File: config.mk
export PLATFORM = sky130hd
export DESIGN_NAME = mer_regs
export DESIGN_NICKNAME = d
export VERILOG_FILES = /design/src/rtl/mer_pkg.sv /design/src/rtl/mer_regs.sv
export SDC_FILE = /design/constraint.sdc
export NUM_CORES = 1
export LEC_CHECK = 0
export ABC_CLOCK_PERIOD_IN_PS = 5750
export BUFFER_PORTS_ARGS = -buffer_cell sky130_fd_sc_hd__buf_2
export CORE_ASPECT_RATIO = 0.7
export CORE_MARGIN = 4
export CORE_UTILIZATION = 55
export CTS_CLUSTER_DIAMETER = 30
export DETAILED_ROUTE_END_ITERATION = 10
export GPL_TIMING_DRIVEN = 1
export PLACE_DENSITY = 0.85
export SLEW_MARGIN = 20
export SYNTH_ARGS = -nofsm -noshare
export SYNTH_HDL_FRONTEND = slang
export SYNTH_SLANG_ARGS = --single-unit
File: constraint.sdc
create_clock -name clk_sys -period 5.75 [get_ports clk_sys]
set_input_delay 1.725 -clock clk_sys [delete_from_list [all_inputs] [get_ports clk_sys]]
set_output_delay 1.725 -clock clk_sys [all_outputs]
set_load 0.02 [all_outputs]
File: src/rtl/mer_pkg.sv
// Package for the MAC error, station address and PHY management register group.
// Assumes a 32-bit Avalon-MM register bus and a single 200 MHz system clock.
package mer_pkg;
    // ------------------------------------------------------------------
    // Register byte offsets
    // ------------------------------------------------------------------
    localparam logic [11:0] OFS_ERR_FLAGS = 12'h114;
    localparam logic [11:0] OFS_ADDR_HIGH = 12'h118;
    localparam logic [11:0] OFS_ADDR_LOW = 12'h11C;
    localparam logic [11:0] OFS_MGMT_ACCESS = 12'h120;
    localparam logic [11:0] OFS_MGMT_DATA = 12'h124;

    // ------------------------------------------------------------------
    // Error flag bit positions
    // ------------------------------------------------------------------
    localparam int BIT_PHY_RX_ERR = 9;
    localparam int BIT_CHECKSUM = 8;
    localparam int BIT_OVERSIZE = 7;
    localparam int BIT_UNDERSIZE = 6;
    localparam int BIT_WATCHDOG = 5;
    localparam int BIT_EXCESS_COLL = 4;
    localparam int BIT_MISALIGNED = 3;
    localparam int BIT_UNDERRUN = 2;
    localparam int ERR_LSB = 2;
    localparam int ERR_MSB = 9;
    localparam int ERR_COUNT = 8;

    // ------------------------------------------------------------------
    // Management access fields
    // ------------------------------------------------------------------
    localparam int PHYADDR_LSB = 11;
    localparam int PHYADDR_MSB = 15;
    localparam int INDEX_LSB = 6;
    localparam int INDEX_MSB = 10;
    localparam int BIT_WRITE_NOT_READ = 1;
    localparam int BIT_BUSY = 0;
    localparam logic [4:0] PHYADDR_RESET = 5'h01;

    // ------------------------------------------------------------------
    // Reset values and sizes
    // ------------------------------------------------------------------
    localparam logic [15:0] ADDR_HIGH_BLANK = 16'hFFFF;
    localparam logic [31:0] ADDR_LOW_BLANK = 32'hFFFFFFFF;
    localparam logic [15:0] DATA_RESET = 16'h0000;
    localparam int WATCHDOG_BYTES = 11264;

    // Address image source selection
    typedef enum logic [1:0] {
        MER_SRC_NONE,
        MER_SRC_OTP,
        MER_SRC_EEPROM
    } mer_src_t;

    // Events from the MAC datapath, one-cycle pulses
    typedef struct packed {
        logic phyRxError;
        logic checksumError;
        logic oversizeFrame;
        logic undersizeFrame;
        logic watchdogExpiry;
        logic excessCollision;
        logic misalignedFrame;
        logic transmitUnderrun;
    } mer_events_t;

    // One management access as issued to the PHY engine
    typedef struct packed {
        logic [4:0] phyAddr;
        logic [4:0] regIndex;
        logic writeNotRead;
        logic [15:0] writeData;
    } mer_mgmt_req_t;
endpackage

File: src/rtl/mer_regs.sv
// Error flags, station address and PHY management access registers.
// Assumes an Avalon-MM master, a PHY management engine that pulses done,
// and address images latched before the block leaves reset.
//
// The implementer's own choice: the Avalon-MM interface to the registers.
`timescale 1ns/10ps
`default_nettype none

module mer_regs #(
    parameter int WATCHDOG_LIMIT = mer_pkg::WATCHDOG_BYTES
) (
    input wire logic clk_sys,
    input wire logic reset,
    input wire logic [11:0] address,
    input wire logic read,
    input wire logic write,
    input wire logic [31:0] writedata,
    input wire logic [3:0] byteenable,
    output logic [31:0] readdata,
    output logic waitrequest,
    input wire mer_pkg::mer_events_t macEvents,
    input wire logic rxFrameActive,
    input wire logic rxByteValid,
    output logic rxTruncate,
    input wire logic usbBusReset,
    input wire mer_pkg::mer_src_t addrSource,
    input wire logic [47:0] eepromAddress,
    input wire logic [47:0] otpAddress,
    output logic [47:0] stationAddress,
    output logic mgmtStart,
    output mer_pkg::mer_mgmt_req_t mgmtReq,
    input wire logic mgmtDone,
    input wire logic [15:0] mgmtReadData
);
    // ------------------------------------------------------------------
    // Bus slave
    // ------------------------------------------------------------------
    // Every access answered one cycle after it appears; simple and fixed.
    logic ackReg;
    logic accessNow;
    logic wrNow;
    logic [31:0] wmask;
    assign accessNow = (read | write) & ~ackReg;
    assign wrNow = write & ackReg;
    assign wmask = {{8{byteenable[3]}}, {8{byteenable[2]}},
                    {8{byteenable[1]}}, {8{byteenable[0]}}};

    always_ff @(posedge clk_sys) begin
        if (reset) begin
            ackReg <= 1'b0;
        end else begin
            ackReg <= accessNow;
        end
    end

    // Registered and high while idle, so every output leaves a flop
    always_ff @(posedge clk_sys) begin
        if (reset) begin
            waitrequest <= 1'b1;
        end else begin
            waitrequest <= ~accessNow;
        end
    end

    // ------------------------------------------------------------------
    // Error flags
    // ------------------------------------------------------------------
    logic [mer_pkg::ERR_MSB:mer_pkg::ERR_LSB] errFlags_reg;
    logic [mer_pkg::ERR_MSB:mer_pkg::ERR_LSB] errSet;
    logic [mer_pkg::ERR_MSB:mer_pkg::ERR_LSB] errClear;
    logic watchdogHit;

    always_comb begin
        errSet = '0;
        errSet[mer_pkg::BIT_PHY_RX_ERR] = macEvents.phyRxError & rxFrameActive;
        errSet[mer_pkg::BIT_CHECKSUM] = macEvents.checksumError;
        errSet[mer_pkg::BIT_OVERSIZE] = macEvents.oversizeFrame;
        errSet[mer_pkg::BIT_UNDERSIZE] = macEvents.undersizeFrame;
        errSet[mer_pkg::BIT_WATCHDOG] = macEvents.watchdogExpiry | watchdogHit;
        errSet[mer_pkg::BIT_EXCESS_COLL] = macEvents.excessCollision;
        errSet[mer_pkg::BIT_MISALIGNED] = macEvents.misalignedFrame;
        errSet[mer_pkg::BIT_UNDERRUN] = macEvents.transmitUnderrun;
        errClear = '0;
        if (wrNow && address == mer_pkg::OFS_ERR_FLAGS) begin
            errClear = writedata[mer_pkg::ERR_MSB:mer_pkg::ERR_LSB]
                       & wmask[mer_pkg::ERR_MSB:mer_pkg::ERR_LSB];
        end
    end

    // Set wins over a clear in the same cycle
    always_ff @(posedge clk_sys) begin
        if (reset) begin
            errFlags_reg <= '0;
        end else begin
            errFlags_reg <= (errFlags_reg & ~errClear) | errSet;
        end
    end

    // ------------------------------------------------------------------
    // Receive watchdog
    // ------------------------------------------------------------------
    logic [13:0] rxCount_reg;
    assign watchdogHit = rxFrameActive & rxByteValid & ~rxTruncate
                         & (rxCount_reg == 14'(WATCHDOG_LIMIT));

    always_ff @(posedge clk_sys) begin
        if (reset) begin
            rxCount_reg <= '0;
            rxTruncate <= 1'b0;
        end else if (!rxFrameActive) begin
            rxCount_reg <= '0;
            rxTruncate <= 1'b0;
        end else if (rxByteValid && !rxTruncate) begin
            if (watchdogHit) begin
                rxTruncate <= 1'b1;
            end else begin
                rxCount_reg <= rxCount_reg + 14'h0001;
            end
        end
    end

    // ------------------------------------------------------------------
    // Station address
    // ------------------------------------------------------------------
    logic [15:0] addrHigh_reg;
    logic [31:0] addrLow_reg;
    logic [47:0] imageAddr;
    logic imagePresent;
    logic loadDone_reg;

    always_comb begin
        case (addrSource)
            mer_pkg::MER_SRC_EEPROM: begin
                imageAddr = eepromAddress;
                imagePresent = 1'b1;
            end
            mer_pkg::MER_SRC_OTP: begin
                imageAddr = otpAddress;
                imagePresent = 1'b1;
            end
            default: begin
                imageAddr = {mer_pkg::ADDR_HIGH_BLANK, mer_pkg::ADDR_LOW_BLANK};
                imagePresent = 1'b0;
            end
        endcase
    end

    // Image taken one cycle after reset release, never under reset itself
    always_ff @(posedge clk_sys) begin
        if (reset) begin
            loadDone_reg <= 1'b0;
            addrHigh_reg <= mer_pkg::ADDR_HIGH_BLANK;
            addrLow_reg <= mer_pkg::ADDR_LOW_BLANK;
        end else if (!loadDone_reg) begin
            loadDone_reg <= 1'b1;
            addrHigh_reg <= imageAddr[47:32];
            addrLow_reg <= imageAddr[31:0];
        end else if (usbBusReset) begin
            if (imagePresent) begin
                addrHigh_reg <= imageAddr[47:32];
            end
            addrLow_reg <= imageAddr[31:0];
        end else if (wrNow) begin
            if (address == mer_pkg::OFS_ADDR_HIGH) begin
                addrHigh_reg <= (addrHigh_reg & ~wmask[15:0])
                                | (writedata[15:0] & wmask[15:0]);
            end
            if (address == mer_pkg::OFS_ADDR_LOW) begin
                addrLow_reg <= (addrLow_reg & ~wmask) | (writedata & wmask);
            end
        end
    end

    // Octet one sits in the low byte; used for match and pause only
    always_ff @(posedge clk_sys) begin
        if (reset) begin
            stationAddress <= {mer_pkg::ADDR_HIGH_BLANK, mer_pkg::ADDR_LOW_BLANK};
        end else begin
            stationAddress <= {addrHigh_reg, addrLow_reg};
        end
    end

    // ------------------------------------------------------------------
    // PHY management access
    // ------------------------------------------------------------------
    logic [4:0] phyAddr_reg;
    logic [4:0] regIndex_reg;
    logic writeNotRead_reg;
    logic busy_reg;
    logic [15:0] mgmtData_reg;
    logic accessWrite;
    logic startNow;
    assign accessWrite = wrNow & (address == mer_pkg::OFS_MGMT_ACCESS) & byteenable[0]
                         & byteenable[1];
    // Writes while busy are dropped; software must poll first
    assign startNow = accessWrite & ~busy_reg & writedata[mer_pkg::BIT_BUSY];

    always_ff @(posedge clk_sys) begin
        if (reset) begin
            phyAddr_reg <= mer_pkg::PHYADDR_RESET;
            regIndex_reg <= '0;
            writeNotRead_reg <= 1'b0;
        end else if (accessWrite && !busy_reg) begin
            phyAddr_reg <= writedata[mer_pkg::PHYADDR_MSB:mer_pkg::PHYADDR_LSB];
            regIndex_reg <= writedata[mer_pkg::INDEX_MSB:mer_pkg::INDEX_LSB];
            writeNotRead_reg <= writedata[mer_pkg::BIT_WRITE_NOT_READ];
        end
    end

    always_ff @(posedge clk_sys) begin
        if (reset) begin
            busy_reg <= 1'b0;
        end else if (startNow) begin
            busy_reg <= 1'b1;
        end else if (mgmtDone) begin
            busy_reg <= 1'b0;
        end
    end

    always_ff @(posedge clk_sys) begin
        if (reset) begin
            mgmtStart <= 1'b0;
            mgmtReq <= '0;
        end else begin
            mgmtStart <= startNow;
            if (startNow) begin
                mgmtReq.phyAddr <= writedata[mer_pkg::PHYADDR_MSB:mer_pkg::PHYADDR_LSB];
                mgmtReq.regIndex <= writedata[mer_pkg::INDEX_MSB:mer_pkg::INDEX_LSB];
                mgmtReq.writeNotRead <= writedata[mer_pkg::BIT_WRITE_NOT_READ];
                mgmtReq.writeData <= mgmtData_reg;
            end
        end
    end

    always_ff @(posedge clk_sys) begin
        if (reset) begin
            mgmtData_reg <= mer_pkg::DATA_RESET;
        end else if (busy_reg && mgmtDone && !writeNotRead_reg) begin
            mgmtData_reg <= mgmtReadData;
        end else if (wrNow && !busy_reg && address == mer_pkg::OFS_MGMT_DATA) begin
            mgmtData_reg <= (mgmtData_reg & ~wmask[15:0])
                            | (writedata[15:0] & wmask[15:0]);
        end
    end

    // ------------------------------------------------------------------
    // Read data
    // ------------------------------------------------------------------
    always_ff @(posedge clk_sys) begin
        if (reset) begin
            readdata <= '0;
        end else if (accessNow && read) begin
            case (address)
                mer_pkg::OFS_ERR_FLAGS: readdata <= {22'h000000, errFlags_reg, 2'h0};
                mer_pkg::OFS_ADDR_HIGH: readdata <= {16'h0000, addrHigh_reg};
                mer_pkg::OFS_ADDR_LOW: readdata <= addrLow_reg;
                mer_pkg::OFS_MGMT_ACCESS: readdata <= {16'h0000, phyAddr_reg,
                    regIndex_reg, 4'h0, writeNotRead_reg, busy_reg};
                mer_pkg::OFS_MGMT_DATA: readdata <= {16'h0000, mgmtData_reg};
                default: readdata <= '0;
            endcase
        end
    end

    // ------------------------------------------------------------------
    // Assertions: error flags and watchdog
    // ------------------------------------------------------------------
    rx_err_set_a: assert property (@(posedge clk_sys) disable iff (reset)
        macEvents.phyRxError && rxFrameActive |=> errFlags_reg[mer_pkg::BIT_PHY_RX_ERR])
        else $error("receive error flag not set");

    crc_flag_set_a: assert property (@(posedge clk_sys) disable iff (reset)
        macEvents.checksumError |=> errFlags_reg[mer_pkg::BIT_CHECKSUM])
        else $error("checksum flag not set");

    big_flag_set_a: assert property (@(posedge clk_sys) disable iff (reset)
        macEvents.oversizeFrame |=> errFlags_reg[mer_pkg::BIT_OVERSIZE])
        else $error("oversize flag not set");

    runt_flag_set_a: assert property (@(posedge clk_sys) disable iff (reset)
        macEvents.undersizeFrame |=> errFlags_reg[mer_pkg::BIT_UNDERSIZE])
        else $error("undersize flag not set");

    wdog_trunc_a: assert property (@(posedge clk_sys) disable iff (reset)
        watchdogHit |=> rxTruncate && errFlags_reg[mer_pkg::BIT_WATCHDOG])
        else $error("watchdog did not truncate");

    coll_flag_set_a: assert property (@(posedge clk_sys) disable iff (reset)
        macEvents.excessCollision |=> errFlags_reg[mer_pkg::BIT_EXCESS_COLL])
        else $error("collision flag not set");

    align_flag_set_a: assert property (@(posedge clk_sys) disable iff (reset)
        macEvents.misalignedFrame |=> errFlags_reg[mer_pkg::BIT_MISALIGNED])
        else $error("alignment flag not set");

    urun_flag_set_a: assert property (@(posedge clk_sys) disable iff (reset)
        macEvents.transmitUnderrun |=> errFlags_reg[mer_pkg::BIT_UNDERRUN])
        else $error("underrun flag not set");

    flag_sticky_a: assert property (@(posedge clk_sys) disable iff (reset)
        (errClear == '0) |=> ((errFlags_reg & $past(errFlags_reg)) == $past(errFlags_reg)))
        else $error("error flag dropped without clear");

    flag_set_wins_a: assert property (@(posedge clk_sys) disable iff (reset)
        errSet != '0 |=> (errFlags_reg & $past(errSet)) == $past(errSet))
        else $error("flag set lost to clear");

    flag_clear_a: assert property (@(posedge clk_sys) disable iff (reset)
        (errClear & ~errSet) != '0 |=> (errFlags_reg & $past(errClear & ~errSet)) == '0)
        else $error("written flag not cleared");

    trunc_hold_a: assert property (@(posedge clk_sys) disable iff (reset)
        rxTruncate && rxFrameActive |=> rxTruncate)
        else $error("truncation dropped inside frame");

    trunc_end_a: assert property (@(posedge clk_sys) disable iff (reset)
        !rxFrameActive |=> !rxTruncate)
        else $error("truncation held after frame");

    // ------------------------------------------------------------------
    // Assertions: station address and management access
    // ------------------------------------------------------------------
    first_load_a: assert property (@(posedge clk_sys) disable iff (reset)
        !loadDone_reg |=> {addrHigh_reg, addrLow_reg} == $past(imageAddr))
        else $error("address image not loaded");

    usb_reload_a: assert property (@(posedge clk_sys) disable iff (reset)
        loadDone_reg && usbBusReset && !imagePresent |=> addrLow_reg == mer_pkg::ADDR_LOW_BLANK
        && addrHigh_reg == $past(addrHigh_reg))
        else $error("bus reset reload wrong");

    usb_image_a: assert property (@(posedge clk_sys) disable iff (reset)
        loadDone_reg && usbBusReset && imagePresent
        |=> {addrHigh_reg, addrLow_reg} == $past(imageAddr))
        else $error("bus reset image not restored");

    addr_track_a: assert property (@(posedge clk_sys) disable iff (reset)
        loadDone_reg |=> stationAddress == $past({addrHigh_reg, addrLow_reg}))
        else $error("station address out of step");

    busy_done_a: assert property (@(posedge clk_sys) disable iff (reset)
        busy_reg && mgmtDone && !startNow |=> !busy_reg)
        else $error("busy not cleared on completion");

    start_busy_a: assert property (@(posedge clk_sys) disable iff (reset)
        startNow |=> busy_reg && mgmtStart)
        else $error("access start lost");

    start_once_a: assert property (@(posedge clk_sys) disable iff (reset)
        mgmtStart |=> !mgmtStart)
        else $error("access start longer than one cycle");

    req_index_a: assert property (@(posedge clk_sys) disable iff (reset)
        startNow |=> mgmtReq.regIndex
        == $past(writedata[mer_pkg::INDEX_MSB:mer_pkg::INDEX_LSB]))
        else $error("register index not passed on");

    read_result_a: assert property (@(posedge clk_sys) disable iff (reset)
        busy_reg && mgmtDone && !writeNotRead_reg |=> mgmtData_reg == $past(mgmtReadData))
        else $error("read result not captured");

    busy_data_hold_a: assert property (@(posedge clk_sys) disable iff (reset)
        busy_reg && !mgmtDone |=> mgmtData_reg == $past(mgmtData_reg))
        else $error("data register changed while busy");
endmodule

`default_nettype wire

==> results.md, run 1 <==
- Die Wd: 162 microns
- Initial antenna violation count: 2
- Worst path arrival time: 4.03 ns
- WL met3: 3480 microns
- Port bufs: 287
- Leakage: 4.80 nW
- #FFs+latches synth: 210
- RSZ-0062 raised after global routing: false
- Worst-path maximum fanout: 89
- Slew margin rel.: 38.6%
- Top-count cell post-synth: dfxtp_1
- I/O pin cnt: 288
- Initial Util: 56.1%
- Worst min path class: register to register
- Min cycle time layout: 3.54 ns
- CTS tree: yes
- Pins Over Slew Limit: 0
- Post-CTS setup buffers: 0
- Post-Syn Area: 9180 sq um
- Max Root-Sink Buffers: 3
- Final core utilization: 71.9%
- CTS hold repair buffers: 0
- First drt pass iteration count: 6
- Synthesized Nets: 1204
- Dpl ws: 1.61 ns
- Most common library cells after synthesis: 210 x dfxtp_1, 86 x a21oi_1, 76 x nor2_1
- Warnings, synthesis: 0
- Vias: 9485
- Post-synth top area share: 45.8%
- Highest metal used: met5
- FMAX: 283 MHz
- H-tree depth: 1
- Top_reg_cell synth: dfxtp_1
- Clk_skew: 0.0143 ns
- Post-synth cell types: 60
- Fin nets: 1453
- Power Density: 331 nW/um^2
- GPL Wtd Cong: 0.964
- Crit start category: input port
- Layout cells sized above 1: 34.0%
- Routed Antenna Nets: 0
- # DRC: 0
- Synth-to-layout area growth: 28.1%
- DIE HEIGHT: 116 microns
- Slack of the critical path: 2.21 ns
- Final setup violation count: 0
- Area post-placement: 10600 sq um
- DRT Wirelength: 31500 microns
- Design area: 11800 sq um
- Vias per std cell: 6.24
- Ys async rst share: 0%
- Yosys top cell by area: dfxtp_1
- Gr usage total: 31.6%
- Met1 wire length: 12900 microns
- Status: finished clean
- EDFF count, synth: 0
- Grt ovf: 0
- Clock sink total: 210
- Final setup TNS: 0 ns
- CP endpoint kind: register
- HPWL after DPL: 22400 microns
- CTS resizes: 0
- Worst Max-Slew Pin Slew: 0.921 ns
- FP Rows: 39
- Filler cells: 1265
- Drt wl/cell: 20.7 microns
- CTS buffer count: 31
- Final Hold Violating Endpoints: 0
- Root buffer cell: clkbuf_16
- Worst-Skew Late Latency: 0.55 ns
- Post-Synthesis Cells: 1022
- Critical path class: input port to register
- Max-Cap Viols: 0
- Synth area leaders: dfxtp_1 46%, a21oi_1 4.7%, o21ai_0 3.3%, nor2_1 3.1%, nand4_1 3.1%
- Peak supply drop: 0.213 mV
- Vias in the first global route: 8773
- Post-synthesis sequential area ratio: 45.8%
- First-pass GRT wire length: 47700 microns
- Syn_area_per_cell: 8.98 sq um
- WP data required: 6.24 ns
- Met2 WL: 14400 microns
- DR iter-0 viols: 1225
- Fin crit share: 61.6%
- Die Area: 18800 sq um
- Largest net degree at the start of global routing: 90
- Core footprint: 16300 sq um
- Clock transition at path regs: 0.06 ns
-- where the power goes --
part | total [mW] | internal, mW | switching, mW
logic | 0.387 | 0.148 | 0.239
registers | 1.55 | 1.52 | 0.0346
clock network | 1.95 | 1.27 | 0.681
-- worst paths after layout --
kind	startpoint	to	slack, ns	cells after the start
max	reset	register	2.21	5
min	register	stationAddress[42]	0.45	2
max reg2reg	ackReg	mgmtReq[10]	3.32	5
min reg2reg	register	stationAddress[42]	0.45	2
-- cell usage in the layout, fill, tap and decap left out, drive strengths merged, types with 11 or more instances in the layout --
cell / Yosys / routed
a22oi: 23 / 23
and2: 11 / 11
inv: 33 / 34
nand4: 45 / 45
a32oi: 16 / 16
a221oi: 26 / 26
a21oi: 86 / 86
o32ai: 16 / 16
or2: 34 / 34
a31oi: 11 / 11
mux2i: 17 / 17
nor2: 76 / 76
a221o: 20 / 20
buf: 14 / 297
clkbuf: 67 / 40
nand2: 63 / 63
nor3: 12 / 12
nand3: 32 / 32
o221a: 21 / 21
dfxtp: 210 / 210
o21ai: 71 / 71
nand2b: 14 / 14
mux2: 14 / 14
-- area by class of cell --
class | count | area [sq um] | area share (%)
inverters | 33 | 124 | 1.05
multi-input cells | 698 | 4540 | 38.6
diodes | 1 | 2.50 | 0.0213
clock inverters | 16 | 234 | 1.99
well taps | 225 | 282 | 2.40
flip-flops and latches | 210 | 4200 | 35.8
repair buffers | 297 | 1520 | 12.9
clock buffers | 40 | 850 | 7.23
-- cell families (layout without fill, tap and decap cells) --
family,after synthesis,in the layout,share of synthesized area (%)
other,0,1,0
DFF,210,210,45.8
adders and majority gates,4,4,0.545
and+or+nand+nor,338,338,20.2
xor gates and xnor gates,5,5,0.477
buffers and inverters,114,386,5.03
muxes,31,31,3.57
AOI/OAI and AO/OA,320,320,24.3
-- metrics by stage --
step / cells / hold slack, ns / power (mW)
finish: 1520 / 0.447 / 3.89
global route: 1519 / 0.479 / 4.00
CTS: 1518 / 0.450 / 3.89
detailed placement: 1462 / 0.435 / 1.95
global placement: 1462 / 0.432 / 1.95
floorplan: 1022 / 0.412 / 1.79
-- worst max-delay path: stages --
cell	delay, ns
buf_4	0.65
inv_1	0.48
nand3_1	0.71
a221o_1	0.22
o221a_2	0.18
-- layer usage --
layer  vias to the layer above  track usage, %
met5                         -               0
met4                         4            7.38
met3                        66            7.39
met2                       573            50.8
met1                      4497            43.6
li1                       4345               -
No activity file was read; power rests on OpenSTA's default activity.
==> run 2, diff against run 1 <==
--- a/config.mk
+++ b/config.mk
@@ -5,15 +5,15 @@
 export SDC_FILE = /design/constraint.sdc
 export NUM_CORES = 1
 export LEC_CHECK = 0
-export ABC_CLOCK_PERIOD_IN_PS = 5750
+export ABC_CLOCK_PERIOD_IN_PS = 3500
 export BUFFER_PORTS_ARGS = -buffer_cell sky130_fd_sc_hd__buf_2
 export CORE_ASPECT_RATIO = 0.7
 export CORE_MARGIN = 4
-export CORE_UTILIZATION = 55
+export CORE_UTILIZATION = 51
 export CTS_CLUSTER_DIAMETER = 30
 export DETAILED_ROUTE_END_ITERATION = 10
 export GPL_TIMING_DRIVEN = 1
-export PLACE_DENSITY = 0.85
+export PLACE_DENSITY = 0.8
 export SLEW_MARGIN = 20
 export SYNTH_ARGS = -nofsm -noshare
 export SYNTH_HDL_FRONTEND = slang
==> constraint.sdc (replaced) <==
create_clock -name clk_sys -period 3.5 [get_ports clk_sys]
set_input_delay 1.05 -clock clk_sys [delete_from_list [all_inputs] [get_ports clk_sys]]
set_output_delay 1.05 -clock clk_sys [all_outputs]
set_load 0.02 [all_outputs]
==> run 2 against run 1 <==
  * Power rose by 58%
  * Global-route usage is 2.7 points lower
  * Final cell count increased by 1.1%
==> results.md, run 2 (same netlist as run 1, synthesis figures left out) <==
- Min cycle time layout: 2.70 ns
- HPWL after DPL: 22700 microns
- Gr usage total: 28.9%
- Clock power share: 47.8%
- Vias per std cell: 6.05
- Fin nets: 1465
- Pint: 4.57 mW
- Die Area: 20200 sq um
- Leakage: 4.81 nW
- FP Rows: 40
- Initial Util: 52.7%
- GPL Wtd Cong: 0.918
- Worst Max-Slew Pin Slew: 0.898 ns
- Area post-placement: 10800 sq um
- Final Hold Violating Endpoints: 0
- Grt ovf: 0
- CTS buffer count: 29
- H-tree depth: 1
- Most common cell after layout, fill and taps aside: buf_2
- Die Wd: 168 microns
- Critical path class: input port to register
- # DRC: 0
- Status: finished clean
- Root buffer cell: clkbuf_16
- R2r setup slk: 1.59 ns
- Design area: 11800 sq um
- Comb pwr share: 10.6%
- Max Root-Sink Buffers: 3
- Worst-Skew Late Latency: 0.52 ns
- Fin crit share: 77.3%
- Clock transition at path regs: 0.06 ns
- Clk_skew: 0.00712 ns
- CTS hold repair buffers: 0
- WP data required: 3.91 ns
- CTS resizes: 0
- DR iter-0 viols: 958
- Clock sink total: 210
- Routed Antenna Nets: 0
- Dpl ws: 0.280 ns
- Worst min path class: register to register
- Most frequent cells in the layout: 286 x buf_2, 210 x dfxtp_1, 86 x a21oi_1, 76 x nor2_1, 63 x nand2_1
- Final setup TNS: 0 ns
- Vias in the first global route: 8754
- Largest net degree at the start of global routing: 79
- DIE HEIGHT: 120 microns
- Initial antenna violation count: 0
- Final setup violation count: 0
- Worst-path maximum fanout: 6
- Drt wl/cell: 20.1 microns
- Slack of the critical path: 0.796 ns
- CTS tree: yes
- Pins Over Slew Limit: 0
- Filler cells: 1462
- Final core utilization: 67.5%
- Port bufs: 287
- Power Density: 521 nW/um^2
- First-pass GRT wire length: 47800 microns
- CP endpoint kind: register
- Antenna Cells: 0
- Layout cells sized above 1: 34.7%
- FMAX: 370 MHz
- Core footprint: 17400 sq um
- Seq pwr share: 41.6%
- Sw Share: 25.4%
- I/O pin cnt: 288
- Vias: 9294
- Max-Cap Viols: 0
- Synth-to-layout area growth: 28.2%
- Crit start category: input port
- Worst path arrival time: 3.11 ns
- Post-CTS setup buffers: 0
- Switching pwr: 1.55 mW
- RSZ-0062 raised after global routing: false
- DRT Wirelength: 30900 microns
- First drt pass iteration count: 5
- Slew margin rel.: 40.1%
- Peak supply drop: 0.400 mV
## run 2: changes by cell type in the layout (fill, tap and decap cells not counted), moves of 2 or more
cell,delta
buf_4,+14
bufinv_16,-2
clkbuf_1,-2
clkbuf_16,-2
clkinv_2,-2
clkinv_4,+2
inv_6,+4
## run 2: final timing paths
kind,from,end,depth (start not counted)
min,register,stationAddress[12],2
min reg2reg,register,stationAddress[12],2
max reg2reg,rxCount_reg[0],rxCount_reg[7],6
max,address[5],register,5
## run 2: metrics by stage
step,power [mW],hold slack [ns],instances
global route,6.31,0.482,1536
global placement,3.22,0.433,1483
CTS,6.13,0.449,1536
finish,6.12,0.452,1536
floorplan,2.94,0.412,1022
detailed placement,3.23,0.427,1483
## run 2: metal layers
layer	vias up	share of wire, %	global-route usage (%)
met3	55	9.5	5.92
li1	4365	-	-
met5	-	0	0
met1	4353	44	41.4
met4	0	2.2	6.23
met2	521	45	45.2
## run 2: final cells by class
cell class              count  area, sq um  area share, %
clock inverters            18          204           1.73
flip-flops and latches    210         4200           35.7
repair buffers            311         1630           13.9
clock buffers              35          778           6.62
inverters                  33          124           1.05
well taps                 231          289           2.46
multi-input cells         698         4530           38.5
## run 2: power by group through the flow
stage | clock (mW) | sequential (mW) | combinational, mW
global placement | 0 | 2.59 | 0.627
floorplan | 0 | 2.63 | 0.312
CTS | 2.94 | 2.55 | 0.640
finish | 2.93 | 2.55 | 0.648
detailed placement | 0 | 2.60 | 0.635
global route | 3.05 | 2.56 | 0.701
## run 2: critical path, stage by stage
cell and delay [ns]:
buf_2 0.13, or4b_2 0.76, nor4_4 0.41, nand3_1 0.37, o221a_2 0.38
==> run 3, diff against run 2 <==
--- a/config.mk
+++ b/config.mk
@@ -5,15 +5,16 @@
 export SDC_FILE = /design/constraint.sdc
 export NUM_CORES = 1
 export LEC_CHECK = 0
-export ABC_CLOCK_PERIOD_IN_PS = 3500
+export ABC_AREA = 1
+export ABC_CLOCK_PERIOD_IN_PS = 2730
 export BUFFER_PORTS_ARGS = -buffer_cell sky130_fd_sc_hd__buf_2
 export CORE_ASPECT_RATIO = 0.7
 export CORE_MARGIN = 4
-export CORE_UTILIZATION = 51
+export CORE_UTILIZATION = 52
 export CTS_CLUSTER_DIAMETER = 30
 export DETAILED_ROUTE_END_ITERATION = 10
 export GPL_TIMING_DRIVEN = 1
-export PLACE_DENSITY = 0.8
+export PLACE_DENSITY = 0.81
 export SLEW_MARGIN = 20
 export SYNTH_ARGS = -nofsm -noshare
 export SYNTH_HDL_FRONTEND = slang
==> constraint.sdc (replaced) <==
create_clock -name clk_sys -period 2.73 [get_ports clk_sys]
set_input_delay 0.819 -clock clk_sys [delete_from_list [all_inputs] [get_ports clk_sys]]
set_output_delay 0.819 -clock clk_sys [all_outputs]
set_load 0.02 [all_outputs]
==> run 3 against run 2 <==
  * Highest routed layer is now met5
  * Via count is 7.0% higher
  * Critical path type unchanged
  * Register-to-register slack worse by 0.68 ns
  * Sequential power up 31%
  * Area after synthesis rose by 1.4%
  * Count of clock-buffer cells in the layout increased by 10
  * Worst hold slack lost 0.013 ns
  * Clock power is 43% higher
  * Final area rose by 2.5%
  * Combinational power grew 50%
  * Largest power group unchanged
  * Worst setup slack lost 0.082 ns
  * First-iteration DRC count grew 25%
==> results.md, run 3 <==
- Post-Syn Area: 9300 sq um
- Port bufs: 287
- Dpl ws: 0.273 ns
- Grt ovf: 0
- FP Rows: 40
- Worst-path maximum fanout: 12
- Peak supply drop: 0.392 mV
- Post-CTS setup buffers: 0
- HPWL after DPL: 24200 microns
- EDFF count, synth: 0
- Initial antenna violation count: 1
- CTS resizes: 0
- Max-Cap Viols: 0
- Syn_area_per_cell: 7.39 sq um
- Final setup violation count: 0
- R2r setup slk: 0.91 ns
- Synth-to-layout area growth: 29.6%
- Initial Util: 53.6%
- Top_reg_cell synth: dfxtp_1
- FMAX: 496 MHz
- #FFs+latches synth: 210
- Vias: 9949
- Clock sink total: 210
- Yosys top cell by area: dfxtp_1
- Min cycle time layout: 2.02 ns
- CTS buffer count: 35
- CTS tree: yes
- Top-count cell post-synth: nand2_1
- Core footprint: 17400 sq um
- Vias per std cell: 5.53
- Drt wl/cell: 18.0 microns
- Synthesized Nets: 1441
- Warnings, synthesis: 0
- CP bufs+invs: 2
- Total power: 8.50 mW
- First drt pass iteration count: 7
- Fin crit share: 73.9%
- Die Wd: 168 microns
- Crit path max-delay family: simple AND/OR/NAND/NOR gates
- Peak per-stage delay on the critical path: 0.27 ns
- Worst path arrival time: 2.37 ns
- GPL Wtd Cong: 0.992
- Root buffer cell: clkbuf_16
- Final Hold Violating Endpoints: 0
- FF-to-FF Start: ackReg
- WP data required: 3.09 ns
- H-tree depth: 2
- Slack of the critical path: 0.714 ns
- Reg2reg end: mgmtReq[15]
- DRT Wirelength: 32400 microns
- # DRC: 0
- Crit start category: input port
- Most common library cells after synthesis: 330 x nand2_1, 210 x dfxtp_1, 105 x a21oi_1
- DIE HEIGHT: 120 microns
- Layout cells sized above 1: 28.8%
- Final core utilization: 69.4%
- Die Area: 20100 sq um
- Most frequent cells in the layout: 330 x nand2_1, 287 x buf_2, 210 x dfxtp_1, 105 x a21oi_1, 102 x nor2_1
- CP Cell Sequence: buf_2 > nor2_2 > nand2_4 > nor2_4 > nand2_4 > nand2_4 > nand2_4 > nor2_4 > inv_1 > nand2_1 > nand3_1
- R2R depth: 7
- Routed Antenna Nets: 0
- Slew margin rel.: 61.5%
- Gr usage total: 30.6%
- Clock transition at path regs: 0.05 ns
- Filler cells: 1490
- Max Root-Sink Buffers: 3
- Post-synthesis sequential area ratio: 45.2%
- Power Density: 705 nW/um^2
- DR iter-0 viols: 1197
- CTS hold repair buffers: 0
- Synth area leaders: dfxtp_1 45%, nand2_1 13%, a21oi_1 5.6%, nand3_1 4.5%, o21ai_0 4.3%
- Leakage: 5.55 nW
- Total stage count of the critical path: 11
- Post-Synthesis Cells: 1259
- Worst min path class: register to register
- First-pass GRT wire length: 49800 microns
- Critical path class: input port to register
- Post-synth cell types: 34
- Crit-path most repeated cell: nand2_4
- Most common cell after layout, fill and taps aside: nand2_1
- Ys async rst share: 0%
- I/O pin cnt: 288
- Status: finished clean
- RSZ-0062 raised after global routing: false
- CP endpoint kind: register
- WHS Endpoint: stationAddress[13]
- Final setup TNS: 0 ns
- Hold depth: 2
- Critical Path Slowest Stage Cell: nor2_4
- Largest net degree at the start of global routing: 61
- Vias in the first global route: 9169
- Pins Over Slew Limit: 0
- Worst Max-Slew Pin Slew: 0.572 ns
- Worst-Skew Late Latency: 0.49 ns
- Fin nets: 1723
- Clk_skew: 0.0206 ns
- Post-synth top area share: 45.2%
-- run 3: cell types whose count changed after synthesis, sizes merged, moves of 21 or more --
| cell | delta |
|---|---|
| clkbuf | -24 |
| o221a | -21 |
| a22oi | -23 |
| inv | +60 |
| nor2 | +41 |
| nand2 | +281 |
| o21ai | +34 |
| nand3 | +58 |
| nand4 | -40 |
-- run 3: tightest hold or removal path: cells and delay by family, from the launching register on --
family / cells / cell delay (ns)
DFF: 1 / 0.30
buffers and inverters: 1 / 0.05
and+or+nand+nor: 1 / 0.05
-- run 3: cell type report --
type                            count  area [sq um]  share of cell area (%)
Inverter                           93           349                    2.89
Clock buffer                       45           976                    8.09
Timing Repair Buffer              311          1650                    13.7
Tap cell                          231           289                    2.40
Multi-Input combinational cell    890          4420                    36.7
Sequential cell                   210          4200                    34.9
Clock inverter                     17           160                    1.33
Antenna cell                        1          2.50                  0.0208
-- run 3: cells by family after synthesis --
group / Yosys count / share of synthesized area (%)
flops: 210 / 45.2
simple gates: 604 / 29.7
xor+xnor: 9 / 0.848
buf+inv: 159 / 7.29
fa+ha+maj: 4 / 0.538
compound gates: 273 / 16.5
-- run 3: worst max-delay path by stage --
stage | start | endpoint | slack [ns]
after floorplan | addrSource[0] | register | 0.65
after global placement | address[7] | register | 0.31
after detailed placement | address[7] | register | 0.27
after CTS | address[7] | register | 0.74
after global routing | address[7] | register | 0.58
final | address[7] | register | 0.71
-- run 3: stage by stage --
step           hold slack (ns)  instances  instance area [sq um]
3_3_place_gp             0.419       1735                  10900
3_5_place_dp             0.423       1735                  10900
2_1_floorplan            0.400       1259                   9300
6_report                 0.439       1798                  12100
5_1_grt                  0.456       1797                  12100
4_1_cts                  0.434       1797                  12100
-- run 3: per-layer routing --
metal  vias to the layer above  track usage [%]  wire [microns]
met5                         -                0              13
met4                         2             6.74             561
met3                        54             6.32            3650
met2                       581             44.8           13600
met1                      4588             46.4           14600
li1                       4724                -               -
-- run 3: report_power, final --
| group | leakage (nW) | switching, mW | internal, mW |
|---|---|---|---|
| Combinational | 3.28 | 0.630 | 0.341 |
| Sequential | 1.72 | 0.0939 | 3.24 |
| Clock | 0.544 | 1.53 | 2.66 |
